**src/design/sadc_params.svh**
```systemverilog
`ifndef SADC_PARAMS_SVH
`define SADC_PARAMS_SVH
// Result width of the variant built here (16, 14 or 12)
`define SADC_RES_W 16
`define SADC_CNT_W 11
// Clock rate in MHz and documented times
`define SADC_CLK_MHZ 40
`define SADC_CONV_TIME_NS 710
`define SADC_QUIET_NS 10
`define SADC_CAL_MS 500
// Cycle counts derived from times: least times round up
`define SADC_CONV_CYC ((`SADC_CONV_TIME_NS * `SADC_CLK_MHZ + 999) / 1000)
`define SADC_QUIET_CYC (((`SADC_QUIET_NS * `SADC_CLK_MHZ + 999) / 1000) < 1 ? 1 : \
    ((`SADC_QUIET_NS * `SADC_CLK_MHZ + 999) / 1000))
`define SADC_CAL_CYC (`SADC_CAL_MS * 1000 * `SADC_CLK_MHZ)
// Serial clocks that form the recalibrate command
`define SADC_RECAL_PULSES 1024
// Host serial clock half period in system cycles; four covers the
// synchroniser delay at both ends before the host captures a bit
`define SADC_SCLK_HALF 4
`endif

```
**src/design/sadc_pkg.sv**
```systemverilog
package sadc_pkg;
    typedef logic [15:0] sadc_word_t;
    typedef enum logic [1:0] {
        SADC_ACQ = 2'b00,
        SADC_CONV = 2'b01,
        SADC_CAL = 2'b11
    } sadc_dev_e;
    typedef enum logic [2:0] {
        SADC_H_IDLE = 3'b000,
        SADC_H_CONV = 3'b001,
        SADC_H_SHIFT = 3'b011,
        SADC_H_QUIET = 3'b010,
        SADC_H_CALW = 3'b110
    } sadc_host_e;
endpackage

```
**src/design/sadc_link_if.sv**
```systemverilog
`timescale 1ns/10ps
`default_nettype none
interface sadc_link_if;
    logic conversion_start_select;
    logic sclk;
    logic sdi;
    logic sdo_o;
    logic sdo_oe;
    logic sdo_line;
    // Line pulled up outside: undriven reads high
    assign sdo_line = sdo_oe ? sdo_o : 1'b1;
    modport dev (
        input conversion_start_select, sclk, sdi, sdo_line,
        output sdo_o, sdo_oe
    );
    modport host (
        output conversion_start_select, sclk, sdi,
        input sdo_line, sdo_oe
    );
endinterface
`default_nettype wire

```
**src/design/sadc_device.sv**
```systemverilog
`timescale 1ns/10ps
`default_nettype none
`include "sadc_params.svh"
module sadc_device
    import sadc_pkg::*;
#(
    parameter int unsigned CAL_CYC = `SADC_CAL_CYC
) (
    // Clock and reset
    input wire logic i_clk,
    input wire logic i_rst_n,
    // Analog stand-in: signed input sample, full-scale at +/-2^15
    input wire logic signed [16:0] i_sample,
    // Status
    output logic o_busy,
    output logic o_calibrating,
    // Link
    sadc_link_if.dev link
);
    localparam int unsigned W = `SADC_RES_W;
    localparam logic [`SADC_CNT_W-1:0] RECAL_N = `SADC_CNT_W'(`SADC_RECAL_PULSES - 1);

    // ----------------------------------------
    // Pin synchronisers
    // ----------------------------------------
    logic [1:0] cs_ff, sck_ff;
    logic cs_d_ff, sck_d_ff;
    always_ff @(posedge i_clk) begin
        if (!i_rst_n) begin
            cs_ff <= 2'h3;
            sck_ff <= 2'h0;
            cs_d_ff <= 1'b1;
            sck_d_ff <= 1'b0;
        end else begin
            cs_ff <= {cs_ff[0], link.conversion_start_select};
            sck_ff <= {sck_ff[0], link.sclk};
            cs_d_ff <= cs_ff[1];
            sck_d_ff <= sck_ff[1];
        end
    end
    wire cs_rise = cs_ff[1] & ~cs_d_ff;
    wire cs_fall = ~cs_ff[1] & cs_d_ff;
    wire sck_rise = sck_ff[1] & ~sck_d_ff;
    wire sck_fall = ~sck_ff[1] & sck_d_ff;

    // ----------------------------------------
    // Conversion transfer (saturating two's complement)
    // ----------------------------------------
    function automatic sadc_word_t quantize(input logic signed [16:0] s);
        logic signed [16:0] lim;
        lim = s;
        if (s > 17'sh07FFF) begin
            lim = 17'sh07FFF;
        end else if (s < -17'sh08000) begin
            lim = -17'sh08000;
        end
        // Keep top W bits; MSB is the sign
        quantize = sadc_word_t'(lim[15:0] >> (16 - W)) << (16 - W);
    endfunction

    // ----------------------------------------
    // Phase control
    // ----------------------------------------
    sadc_dev_e phase_ff;
    logic [31:0] tmr_ff;
    sadc_word_t conv_ff, shreg_ff;
    logic [4:0] left_ff;
    logic drive_ff;
    logic [`SADC_CNT_W-1:0] pulse_ff;
    logic armed_ff;

    always_ff @(posedge i_clk) begin
        if (!i_rst_n) begin
            phase_ff <= SADC_ACQ;
            tmr_ff <= 32'h0;
            conv_ff <= 16'h0;
        end else begin
            unique case (phase_ff)
                SADC_ACQ: begin
                    if (pulse_ff == RECAL_N && sck_rise) begin
                        phase_ff <= SADC_CAL;
                        tmr_ff <= 32'h0;
                    end else if (cs_rise) begin
                        conv_ff <= quantize(i_sample);
                        phase_ff <= SADC_CONV;
                        tmr_ff <= 32'h0;
                    end
                end
                SADC_CONV: begin
                    // Start line ignored until done
                    tmr_ff <= tmr_ff + 32'h1;
                    if (tmr_ff == 32'(`SADC_CONV_CYC - 2)) begin
                        phase_ff <= SADC_ACQ;
                    end
                end
                SADC_CAL: begin
                    tmr_ff <= tmr_ff + 32'h1;
                    if (tmr_ff == CAL_CYC - 1) begin
                        phase_ff <= SADC_ACQ;
                    end
                end
            endcase
        end
    end

    // Result becomes readable only once conversion ends
    always_ff @(posedge i_clk) begin
        if (!i_rst_n) begin
            armed_ff <= 1'b0;
        end else if (phase_ff == SADC_CONV && tmr_ff == 32'(`SADC_CONV_CYC - 2)) begin
            armed_ff <= 1'b1;
        end else if (cs_fall && phase_ff == SADC_ACQ) begin
            armed_ff <= 1'b0;
        end
    end

    // ----------------------------------------
    // Readout shifter, runs during acquisition
    // ----------------------------------------
    always_ff @(posedge i_clk) begin
        if (!i_rst_n) begin
            shreg_ff <= 16'h0;
            left_ff <= 5'h0;
            drive_ff <= 1'b0;
        end else if (cs_ff[1] || phase_ff != SADC_ACQ) begin
            drive_ff <= 1'b0;
            left_ff <= 5'h0;
        end else if (cs_fall && armed_ff) begin
            shreg_ff <= conv_ff;
            left_ff <= 5'(W);
            drive_ff <= 1'b1;
        end else if (sck_fall && drive_ff) begin
            shreg_ff <= {shreg_ff[14:0], 1'b0};
            left_ff <= left_ff - 5'h1;
            if (left_ff == 5'h1) begin
                drive_ff <= 1'b0;
            end
        end
    end

    // Count sclk rises while selected in standby
    always_ff @(posedge i_clk) begin
        if (!i_rst_n || cs_ff[1] || phase_ff != SADC_ACQ) begin
            pulse_ff <= '0;
        end else if (sck_rise && pulse_ff != RECAL_N) begin
            pulse_ff <= pulse_ff + `SADC_CNT_W'(1);
        end
    end

    // ----------------------------------------
    // Outputs
    // ----------------------------------------
    // Calibration drives low, so a pull-up shows completion
    assign link.sdo_oe = drive_ff | (phase_ff == SADC_CAL);
    assign link.sdo_o = (phase_ff == SADC_CAL) ? 1'b0 : shreg_ff[15];
    assign o_busy = (phase_ff == SADC_CONV);
    assign o_calibrating = (phase_ff == SADC_CAL);
endmodule
`default_nettype wire

```
**src/flat_wrapper.sv**
```systemverilog
// flat-port wrapper written by rule: the top's interface ports become plain ports
module sadc_device_flat import sadc_pkg::*;
#(
    parameter int unsigned CAL_CYC = `SADC_CAL_CYC
)
  (i_clk, i_rst_n, i_sample, o_busy, o_calibrating, link_conversion_start_select, link_sclk, link_sdi, link_sdo_o, link_sdo_oe);
  sadc_link_if link_i ();
  input wire logic i_clk;
  input wire logic i_rst_n;
  input wire logic signed [16:0] i_sample;
  output logic o_busy;
  output logic o_calibrating;
  input wire logic [$bits(link_i.conversion_start_select)-1:0] link_conversion_start_select;
  input wire logic [$bits(link_i.sclk)-1:0] link_sclk;
  input wire logic [$bits(link_i.sdi)-1:0] link_sdi;
  output wire logic [$bits(link_i.sdo_o)-1:0] link_sdo_o;
  output wire logic [$bits(link_i.sdo_oe)-1:0] link_sdo_oe;
  assign link_i.conversion_start_select = link_conversion_start_select;
  assign link_i.sclk = link_sclk;
  assign link_i.sdi = link_sdi;
  assign link_sdo_o = link_i.sdo_o;
  assign link_sdo_oe = link_i.sdo_oe;
  sadc_device #(.CAL_CYC(CAL_CYC)) u_core (.i_clk(i_clk), .i_rst_n(i_rst_n), .i_sample(i_sample), .o_busy(o_busy), .o_calibrating(o_calibrating), .link(link_i));
endmodule
```
**config.mk**
```make
export PLATFORM = sky130hd
export DESIGN_NAME = sadc_device_flat
export DESIGN_NICKNAME = d
export VERILOG_FILES = /design/src/design/sadc_pkg.sv /design/src/design/sadc_link_if.sv /design/src/design/sadc_device.sv /design/src/flat_wrapper.sv
export VERILOG_INCLUDE_DIRS = /design/src /design/src/design
export SDC_FILE = /design/constraint.sdc
export NUM_CORES = 1
export LEC_CHECK = 0
export ABC_CLOCK_PERIOD_IN_PS = 4100
export BUFFER_PORTS_ARGS = -buffer_cell sky130_fd_sc_hd__buf_2
export CAP_MARGIN = 0
export CELL_PAD_IN_SITES_DETAIL_PLACEMENT = 1
export CELL_PAD_IN_SITES_GLOBAL_PLACEMENT = 1
export CORE_MARGIN = 4
export CORE_UTILIZATION = 33
export DETAILED_ROUTE_END_ITERATION = 7
export HOLD_SLACK_MARGIN = 0.15
export MAX_ROUTING_LAYER = met4
export PLACE_DENSITY_LB_ADDON = 0.15
export SYNTH_ARGS = -nofsm -noshare
export SYNTH_HDL_FRONTEND = slang
export SYNTH_SLANG_ARGS = --single-unit
```
**constraint.sdc**
```tcl
create_clock -name i_clk -period 4.1 [get_ports i_clk]
set_input_delay 0.205 -clock i_clk [delete_from_list [all_inputs] [get_ports i_clk]]
set_output_delay 0.205 -clock i_clk [all_outputs]
set_load 0.02 [all_outputs]
```
======== Yosys cells after proc, flatten, opt, wreduce, memory -nomap -nowiden ========
Index checks and enable logic that the tools add are counted.
storage, ports and cells
  output and inout port bits .............. 4
  input port bits ......................... 22
  bits in registers ....................... 90
  word-level logic and storage cells ...... 82
cells by class
  reductions and logical operators ........ 22
  magnitude comparators ................... 2
  $add $sub $neg .......................... 3
  equal/unequal tests ..................... 10
  multiplexer cells ....................... 20
  bitwise operators ....................... 12
operator list
  kind                   count
  $mux 16                4
  $mux 32                2
  $pmux 32 s2            1
  $add 32x1->32 const B  1
  $eq 32x25->1 const B   1
  $eq 32x5->1 const B    1
  $gt 17x16->1 const B   1
  $lt 17x16->1 const B   1
  $add 11x1->11 const B  1
  $eq 11x10->1 const B   1
  $ne 11x10->1 const B   1
  $mux 5                 2
  $mux 2                 4
  $reduce_bool 2->1      4
  $not 1->1              7
  $logic_and 1x1->1      6
  $mux 1                 6
  $pmux 2 s3             1
  $reduce_and 3->1       2
  $eq 5x1->1 const B     1
  $sub 5x1->5 const B    1
  $and 1x1->1            4
  $ne 2x1->1 const B     2
  $reduce_and 2->1       2
  other kinds (9)        12

======== Depth between registers and ports, before layout ========
Gate-level depths: netlist of run 1.
  depth after elaboration ................. 5
  mapped depth ............................ 7
  mapped depth without buffers ............ 6

======== Worst setup path after synthesis of run 1 ========
Ideal clock, no wire load.
  path kind ............................... register to register
  start point ............................. register u_core.pulse_ff[0]
  end point ............................... register u_core.tmr_ff[26]
  buffers on the path ..................... 1
  arrival ................................. 1.927 ns
  stages on the path, launching flop included .. 8
  path slack .............................. 2.054 ns
  data required time ...................... 3.981 ns
  clock period less this slack ............ 2.046 ns
  library setup time ...................... 0.119 ns
  cells stage by stage .................... dfxtp_1 -> ha_1 -> nand4_2 -> o41a_1 -> buf_6 -> a2111oi_2 -> xnor2_1 -> nor2_2
between the ends
  word-level cells in the longest chain between the ends .. 4
  elaborated cells on any way between the ends .. 5
  those cells by class .................... eq/ne: 2; mux: 2; reduce/logical: 1
ends and longest elaborated chain
  what                    line                RTL
  from (decl)             sadc_device.sv:69   logic [`SADC_CNT_W-1:0] pulse_ff;
  from (signal assigned)  sadc_device.sv:146  pulse_ff <= pulse_ff + `SADC_CNT_W'(1);
  $eq 11x10->1 *          sadc_device.sv:80   if (pulse_ff == RECAL_N && sck_rise) begin
  $logic_and 1x1->1 *     sadc_device.sv:80
  $mux 32                 sadc_device.sv:80
  $pmux 32 s2             sadc_device.sv:78   unique case (phase_ff)
  to (signal assigned)    sadc_device.sv:91   tmr_ff <= tmr_ff + 32'h1;
  to (signal assigned)    sadc_device.sv:97   tmr_ff <= tmr_ff + 32'h1;
  to (decl)               sadc_device.sv:65   logic [31:0] tmr_ff;
Every way passes the cells marked *; elsewhere a longest branch is shown, timed or not.
A chain may end at the register's enable or synchronous reset.

======== Worst setup path after layout of run 1 ========
  start point ............................. register u_core.pulse_ff[0]
  end point ............................... register u_core.tmr_ff[19]
The elaborated chain is that of the path after synthesis.

==> summary.txt, run 1 <==
Clocking
  – Buffer depth of the longest clock path: 2
  – Cts bufs inserted: 9
  – Clk Latency, worst-skew pair: 0.34 ns
  – Reg clk slew, reported paths: 0.07 ns
  – CTS tree: yes
  – Clk sink count: 90
  – Clock Root Buffer: clkbuf_16
  – # resized after CTS: 0
  – Deepest level of the CTS H-tree: 3

Timing
  – Final setup TNS: 0 ns
  – Max Slew Vio Count: 0
  – Final Hold Viols: 0
  – Setup slack after layout: 1.61 ns
  – Final min period: 2.49 ns
  – FMAX: 402 MHz
  – Slew @ Worst Pin: 1.24 ns
  – Period utilization: 0.606
  – RSZ-0062 raised after global routing: false
  – Slew headroom: 0.168
  – Finish-stage setup viols: 0
  – Worst Skew: 0.00862 ns

Global routing
  – Grt total ovfl: 0
  – GRT Total Usage: 0.154
  – First-pass GRT wire length: 17.9 mm
  – Initial antenna violation count: 0
  – Vias in the first global route: 3634
  – Pin count of the biggest net entering global routing: 47

Layout
  – Layout cells sized above 1: 0.135
  – Filler Cell Count: 1468
  – Finished Cell Area: 4990 um^2
  – Ant diodes: 0
  – Util after Layout: 0.394
  – Area added between synthesis and finish: 16.1%
  – Final #Nets: 511

Placed design
  – Worst slack at placement: 1.60 ns
  – Area of placed instances: 4590 um^2
  – Post-DP HPWL: 7.16 mm
  – GP Congestion: 0.735
  – # port buffers: 24

Logic synthesis
  – Synth Register Bits: 90
  – Largest cells by area after synthesis: dfxtp_1 42%, o211a_1 7.0%, mux2i_1 4.2%
  – Synth warn: 0
  – Netlist area before placement: 4300 um^2
  – Top-count cell post-synth: dfxtp_1
  – Synth top area share: 0.419
  – Post-Syn Area per Cell: 9.19 um^2
  – Top post-synthesis cells by count: 90 x dfxtp_1, 47 x nand2_1, 38 x nor2_1
  – Largest area contributor in the netlist: dfxtp_1
  – Count of cell types in the netlist: 48
  – Sequential share of the synthesized area: 0.419
  – EDFF count, synth: 0
  – Cells after synthesis: 468
  – Net Count, Synth: 494
  – Main synth FF type: dfxtp_1
  – Ys async rst share: 0

Routing
  – Routed WL per cell: 15.7 um
  – DRT antenna net count: 0
  – DRT iter0 DRCs: 154
  – TritonRoute pass-1 iters: 4
  – Detailed-route wire length: 10.4 mm
  – DR vias/cell: 5.41
  – Via Count: 3580
  – Residual DRC: 0

Worst setup path
  – Data required, critical path: 4.32 ns
  – Critical path's slowest cell: o41a_1
  – Crit path cell chain: ha_1, nand4_2, o41a_1, a2111oi_1, xnor2_1, nor2_1
  – Critical Path Start Type: register
  – Largest delay contributor family on the critical path: compound AO/OA/AOI/OAI gates
  – CP max FO: 14
  – Crit path buffers/inverters: 0
  – Crit path capture type: register
  – Critical path arrival: 2.71 ns
  – Crit path kind: register to register
  – CP max stage delay: 0.70 ns

Power and ir drop
  – VDD IR max: 228 uV
  – LEAKAGE: 2.17 nW
  – PwrDens: 395 nW/um^2

Die
  – Core footprint: 12700 um^2
  – Die ar.: 14900 um^2
  – Io pins: 26
  – DIE WIDTH: 122 um
  – Initial core utilization: 0.339
  – DIE HEIGHT: 122 um
  – Row count: 41

Status
  – Status: finished, final reports clean

Hold path
  – HP Class: primary input to register

Flow run
  – Max Cap Violations: 0
==> path summary, 6_finish.rpt <==
path | from | end | slack (ns) | cells past startpoint
setup / recovery | u_core.pulse_ff[0] | u_core.tmr_ff[19] | 1.61 | 6
setup reg to reg | u_core.pulse_ff[0] | u_core.tmr_ff[19] | 1.61 | 6
hold reg to reg | u_core.cs_ff[0] | u_core.cs_ff[1] | 0.42 | 1
hold / removal | i_sample[3] | u_core.conv_ff[3] | 0.21 | 4
==> through the flow <==
step,total power [W],hold WS (ns),std cells
final,0.00197,0.211,662
after global routing,0.00205,0.213,662
after CTS,0.00200,0.200,662
after detailed placement,0.000973,0.398,643
after global placement,0.000972,0.392,643
after floorplan,0.000949,0.306,468
==> registers in the layout (all words and copies together), names as in the netlist, 2 cells and up <==
name / count
u_core.phase_ff: 2
u_core.shreg_ff: 16
u_core.conv_ff: 16
u_core.cs_ff: 2
u_core.sck_ff: 2
u_core.left_ff: 5
u_core.tmr_ff: 32
u_core.pulse_ff: 11
==> cell type report <==
class | instances | area, um^2 | share of cell area
multi-input cells | 343 | 2380 | 0.476
well taps | 172 | 215 | 0.0431
flip-flops and latches | 90 | 1800 | 0.361
repair buffers | 34 | 203 | 0.0406
inverters | 7 | 26.3 | 0.00526
clock inverters | 5 | 125 | 0.0251
clock buffers | 11 | 243 | 0.0486
==> repair_timing <==
item / 4_1_cts / 5_1_grt
hold buffers: 3 / 0
hold endpoints to repair: 3 / 0
setup endpoints to repair: 0 / 0
setup buffers: 0 / 0
==> worst min-delay path: cells and delay by family <==
family,cells,cell delay (ns)
AOI/OAI and AO/OA,2,0.18
buffers and inverters,1,0.08
and+or+nand+nor,1,0.06
==> layer usage <==
metal / track usage / wire [um]
met5: - / 0
met4: 0.0609 / 181
met3: 0.0251 / 204
met2: 0.244 / 4920
met1: 0.198 / 5060
==> kinds of logic after synthesis <==
| kind of cell | share of synthesized area |
|---|---|
| xor gates and xnor gates | 0.0713 |
| AOI/OAI and AO/OA | 0.201 |
| adders and majority gates | 0.0116 |
| and+or+nand+nor | 0.222 |
| DFF | 0.419 |
| muxes | 0.0419 |
| buffers and inverters | 0.0329 |
==> report_power, final <==
part / switching (W) / internal, W / leakage [nW]
Sequential: 0.00000591 / 0.000883 / 0.727
Combinational: 0.0000401 / 0.0000255 / 1.27
Clock: 0.000345 / 0.000673 / 0.180
==> cells in the final DEF, fill, tap and decap left out, types with 2 or more instances in the layout <==
cell / synthesis / layout
dfxtp_1: 90 / 90
nand2_1: 47 / 47
nor2_1: 38 / 38
o211a_1: 30 / 30
a21oi_1: 25 / 25
buf_2: 2 / 24
xor2_1: 18 / 18
mux2i_1: 18 / 18
xnor2_1: 17 / 17
nand4_1: 15 / 15
nand3_1: 12 / 12
o21ai_0: 10 / 10
and2_1: 9 / 9
clkbuf_16: 0 / 9
or3_1: 8 / 8
and4_1: 8 / 8
inv_1: 7 / 7
and3_1: 7 / 7
a2111oi_2: 7 / 7
buf_4: 0 / 7
nor2b_1: 6 / 6
nand2b_1: 6 / 6
nor4_1: 6 / 6
nor2_2: 6 / 6
a211oi_1: 8 / 6
o211ai_1: 6 / 6
nand3b_1: 4 / 4
ha_1: 4 / 4
bufinv_16: 0 / 4
nor3_1: 3 / 3
o2111ai_1: 3 / 3
a2111oi_1: 3 / 3
dlygate4sd3_1: 0 / 3
nor4b_1: 2 / 2
o21a_1: 2 / 2
a31oi_1: 2 / 2
(Power assumes the default switching activity.)
==> run 2: changes to the inputs <==
ABC_CLOCK_PERIOD_IN_PS = 2550   (was 4100)
clock period = 2.55 ns   (was 4.1 ns; I/O delays follow)
==> summary.txt, run 2 (synthesis results as in run 1) <==
Timing
  – RSZ-0062 raised after global routing: false (unchanged)
  – Finish-stage setup viols: 0 (unchanged)
  – Final min period: 2.17 ns (was 2.49 ns)
  – Final setup TNS: 0 ns (unchanged)
  – Final Hold Viols: 0 (unchanged)
  – Worst Skew: 0.00795 ns (was 0.00862 ns)
  – Slew @ Worst Pin: 0.529 ns (was 1.24 ns)
  – Period utilization: 0.852 (was 0.606)
  – Max Slew Vio Count: 0 (unchanged)
  – FMAX: 460 MHz (was 402 MHz)
  – Slew headroom: 0.648 (was 0.168)

Layout
  – Final #Nets: 533 (was 511)
  – Top flop regs: u_core.tmr_ff (32), u_core.conv_ff (16), u_core.shreg_ff (16) (unchanged)
  – Area added between synthesis and finish: 19.8% (was 16.1%)
  – Filler Cell Count: 1463 (was 1468)
  – Ant diodes: 0 (unchanged)
  – Most frequent cells in the layout: 90 x dfxtp_1, 47 x nand2_1, 38 x nor2_1, 30 x o211a_1, 25 x a21oi_1 (unchanged)
  – Top reg by flops: u_core.tmr_ff (unchanged)
  – Commonest non-fill, non-tap cell in the layout: dfxtp_1 (unchanged)
  – Util after Layout: 0.407 (was 0.394)
  – Layout cells sized above 1: 0.145 (was 0.135)
  – Largest register FFs: 32 (unchanged)

Clocking
  – Buffer depth of the longest clock path: 2 (unchanged)
  – Clk Latency, worst-skew pair: 0.35 ns (was 0.34 ns)
  – # Post-CTS Setup Buffers: 0 (unchanged)
  – Hold_buf cts: 18 (was 3)
  – # resized after CTS: 0 (unchanged)
  – CTS tree: yes (unchanged)
  – Cts bufs inserted: 9 (unchanged)
  – Clock Root Buffer: clkbuf_16 (unchanged)
  – Clk sink count: 90 (unchanged)
  – Deepest level of the CTS H-tree: 3 (unchanged)
  – Reg clk slew, reported paths: 0.06 ns (was 0.07 ns)

Worst setup path
  – R2R cell count: 7 (was 6)
  – Reg2Reg Setup Slack: 0.38 ns (was 1.61 ns)
  – CP max stage delay: 0.45 ns (was 0.70 ns)
  – Critical Path Start Type: register (unchanged)
  – Critical R2R Capture: u_core.tmr_ff[19] (unchanged)
  – RR Startpoint: u_core.pulse_ff[0] (unchanged)
  – Critical path arrival: 2.40 ns (was 2.71 ns)
  – Data required, critical path: 2.78 ns (was 4.32 ns)
  – Crit path cell chain: ha_1, nand4_2, o41a_1, buf_4, a2111oi_1, xnor2_1, nor2_1 (was ha_1, nand4_2, o41a_1, a2111oi_1, xnor2_1, nor2_1)
  – CP max FO: 14 (unchanged)
  – Critical path's slowest cell: a2111oi_1 (was o41a_1)
  – Crit path capture type: register (unchanged)
  – Crit path kind: register to register (unchanged)

Flow run
  – Max Cap Violations: 0 (unchanged)

Hold path
  – Hold Path Sink: u_core.shreg_ff[15] (was u_core.conv_ff[3])
  – Hold depth: 2 (was 4)
  – Worst hold start: i_rst_n (was i_sample[3])
  – HP Class: primary input to register (unchanged)

Die
  – Die ar.: 14900 um^2 (unchanged)
  – Initial core utilization: 0.339 (unchanged)
  – Row count: 41 (unchanged)
  – Core footprint: 12700 um^2 (unchanged)
  – DIE HEIGHT: 122 um (unchanged)
  – Io pins: 26 (unchanged)
  – DIE WIDTH: 122 um (unchanged)

Global routing
  – First-pass GRT wire length: 18.5 mm (was 17.9 mm)
  – Vias in the first global route: 3779 (was 3634)
  – Grt total ovfl: 0 (unchanged)
  – Initial antenna violation count: 0 (unchanged)
  – GRT Total Usage: 0.159 (was 0.154)
  – Pin count of the biggest net entering global routing: 32 (was 47)

Power and ir drop
  – PwrDens: 571 nW/um^2 (was 395 nW/um^2)
  – LEAKAGE: 2.25 nW (was 2.17 nW)
  – VDD IR max: 361 uV (was 228 uV)

Routing
  – TritonRoute pass-1 iters: 4 (unchanged)
  – Detailed-route wire length: 10.5 mm (was 10.4 mm)
  – Top layer in use: met4 (unchanged)
  – DR vias/cell: 5.28 (was 5.41)
  – Metal3 WL: 289 um (was 204 um)
  – DRT met1 WL: 5.02 mm (was 5.06 mm)
  – DRT antenna net count: 0 (unchanged)
  – Routed WL per cell: 15.3 um (was 15.7 um)
  – Via Count: 3612 (was 3580)
  – Routed met2 length: 5.05 mm (was 4.92 mm)
  – DRT iter0 DRCs: 155 (was 154)
  – Residual DRC: 0 (unchanged)

Status
  – Status: finished, final reports clean (unchanged)

Placed design
  – Post-DP HPWL: 7.22 mm (was 7.16 mm)
  – GP Congestion: 0.777 (was 0.735)
  – # port buffers: 24 (unchanged)
run 2: cell types whose count changed in the layout (fill, tap and decap cells not counted), moves of 2 or more:
cell           before  now
bufinv_16           4    1
dlygate4sd3_1       3   18
inv_6               0    2
buf_4               7   13
run 2: layout make-up:
type	instances	area (um^2)	area share
clock buffer	11	253	0.0491
sequential	90	1800	0.350
inverter	7	26.3	0.00510
tap	172	215	0.0418
timing repair buffer	56	418	0.0811
multi-input combinational	343	2380	0.462
clock inverter	5	60.1	0.0117
run 2: where the power goes:
part	internal (W)	switching (W)	total (W)
combinational	0.0000611	0.0000684	0.000130
clock	0.000818	0.000568	0.00139
sequential	0.00142	0.00000916	0.00143
run 2: worst max-delay path by stage:
stage,startpoint,endpoint,cells past startpoint
floorplan,u_core.pulse_ff[0],u_core.tmr_ff[31],7
global placement,u_core.pulse_ff[0],u_core.tmr_ff[15],7
detailed placement,u_core.pulse_ff[0],u_core.tmr_ff[19],7
CTS,u_core.pulse_ff[0],u_core.tmr_ff[19],7
global route,u_core.pulse_ff[0],u_core.tmr_ff[19],7
finish,u_core.pulse_ff[0],u_core.tmr_ff[19],7
run 2: metal layers:
layer  vias up  global-route usage
li1       1789                   -
met1      1780               0.199
met4         0              0.0420
met2        34               0.254
met5         -                   -
met3         9              0.0427
run 2: critical path: cells and delay by family (launching register included):
| family | cells | cell delay, ns |
|---|---|---|
| AOI/OAI and AO/OA | 2 | 0.85 |
| DFF | 1 | 0.37 |
| and+or+nand+nor | 2 | 0.23 |
| buffers and inverters | 1 | 0.21 |
| adders and majority gates | 1 | 0.20 |
| xor gates and xnor gates | 1 | 0.18 |
run 2: per-stage QoR:
stage | instances | power [W] | instance area (um^2) | hold slack, ns | worst slack, ns
2_1_floorplan | 468 | 0.00153 | 4300 | 0.229 | 0.504
3_3_place_gp | 650 | 0.00157 | 4660 | 0.317 | 0.443
3_5_place_dp | 650 | 0.00157 | 4660 | 0.336 | 0.422
4_1_cts | 684 | 0.00301 | 5150 | 0.224 | 0.345
5_1_grt | 684 | 0.00308 | 5150 | 0.234 | 0.259
6_report | 684 | 0.00294 | 5150 | 0.224 | 0.378
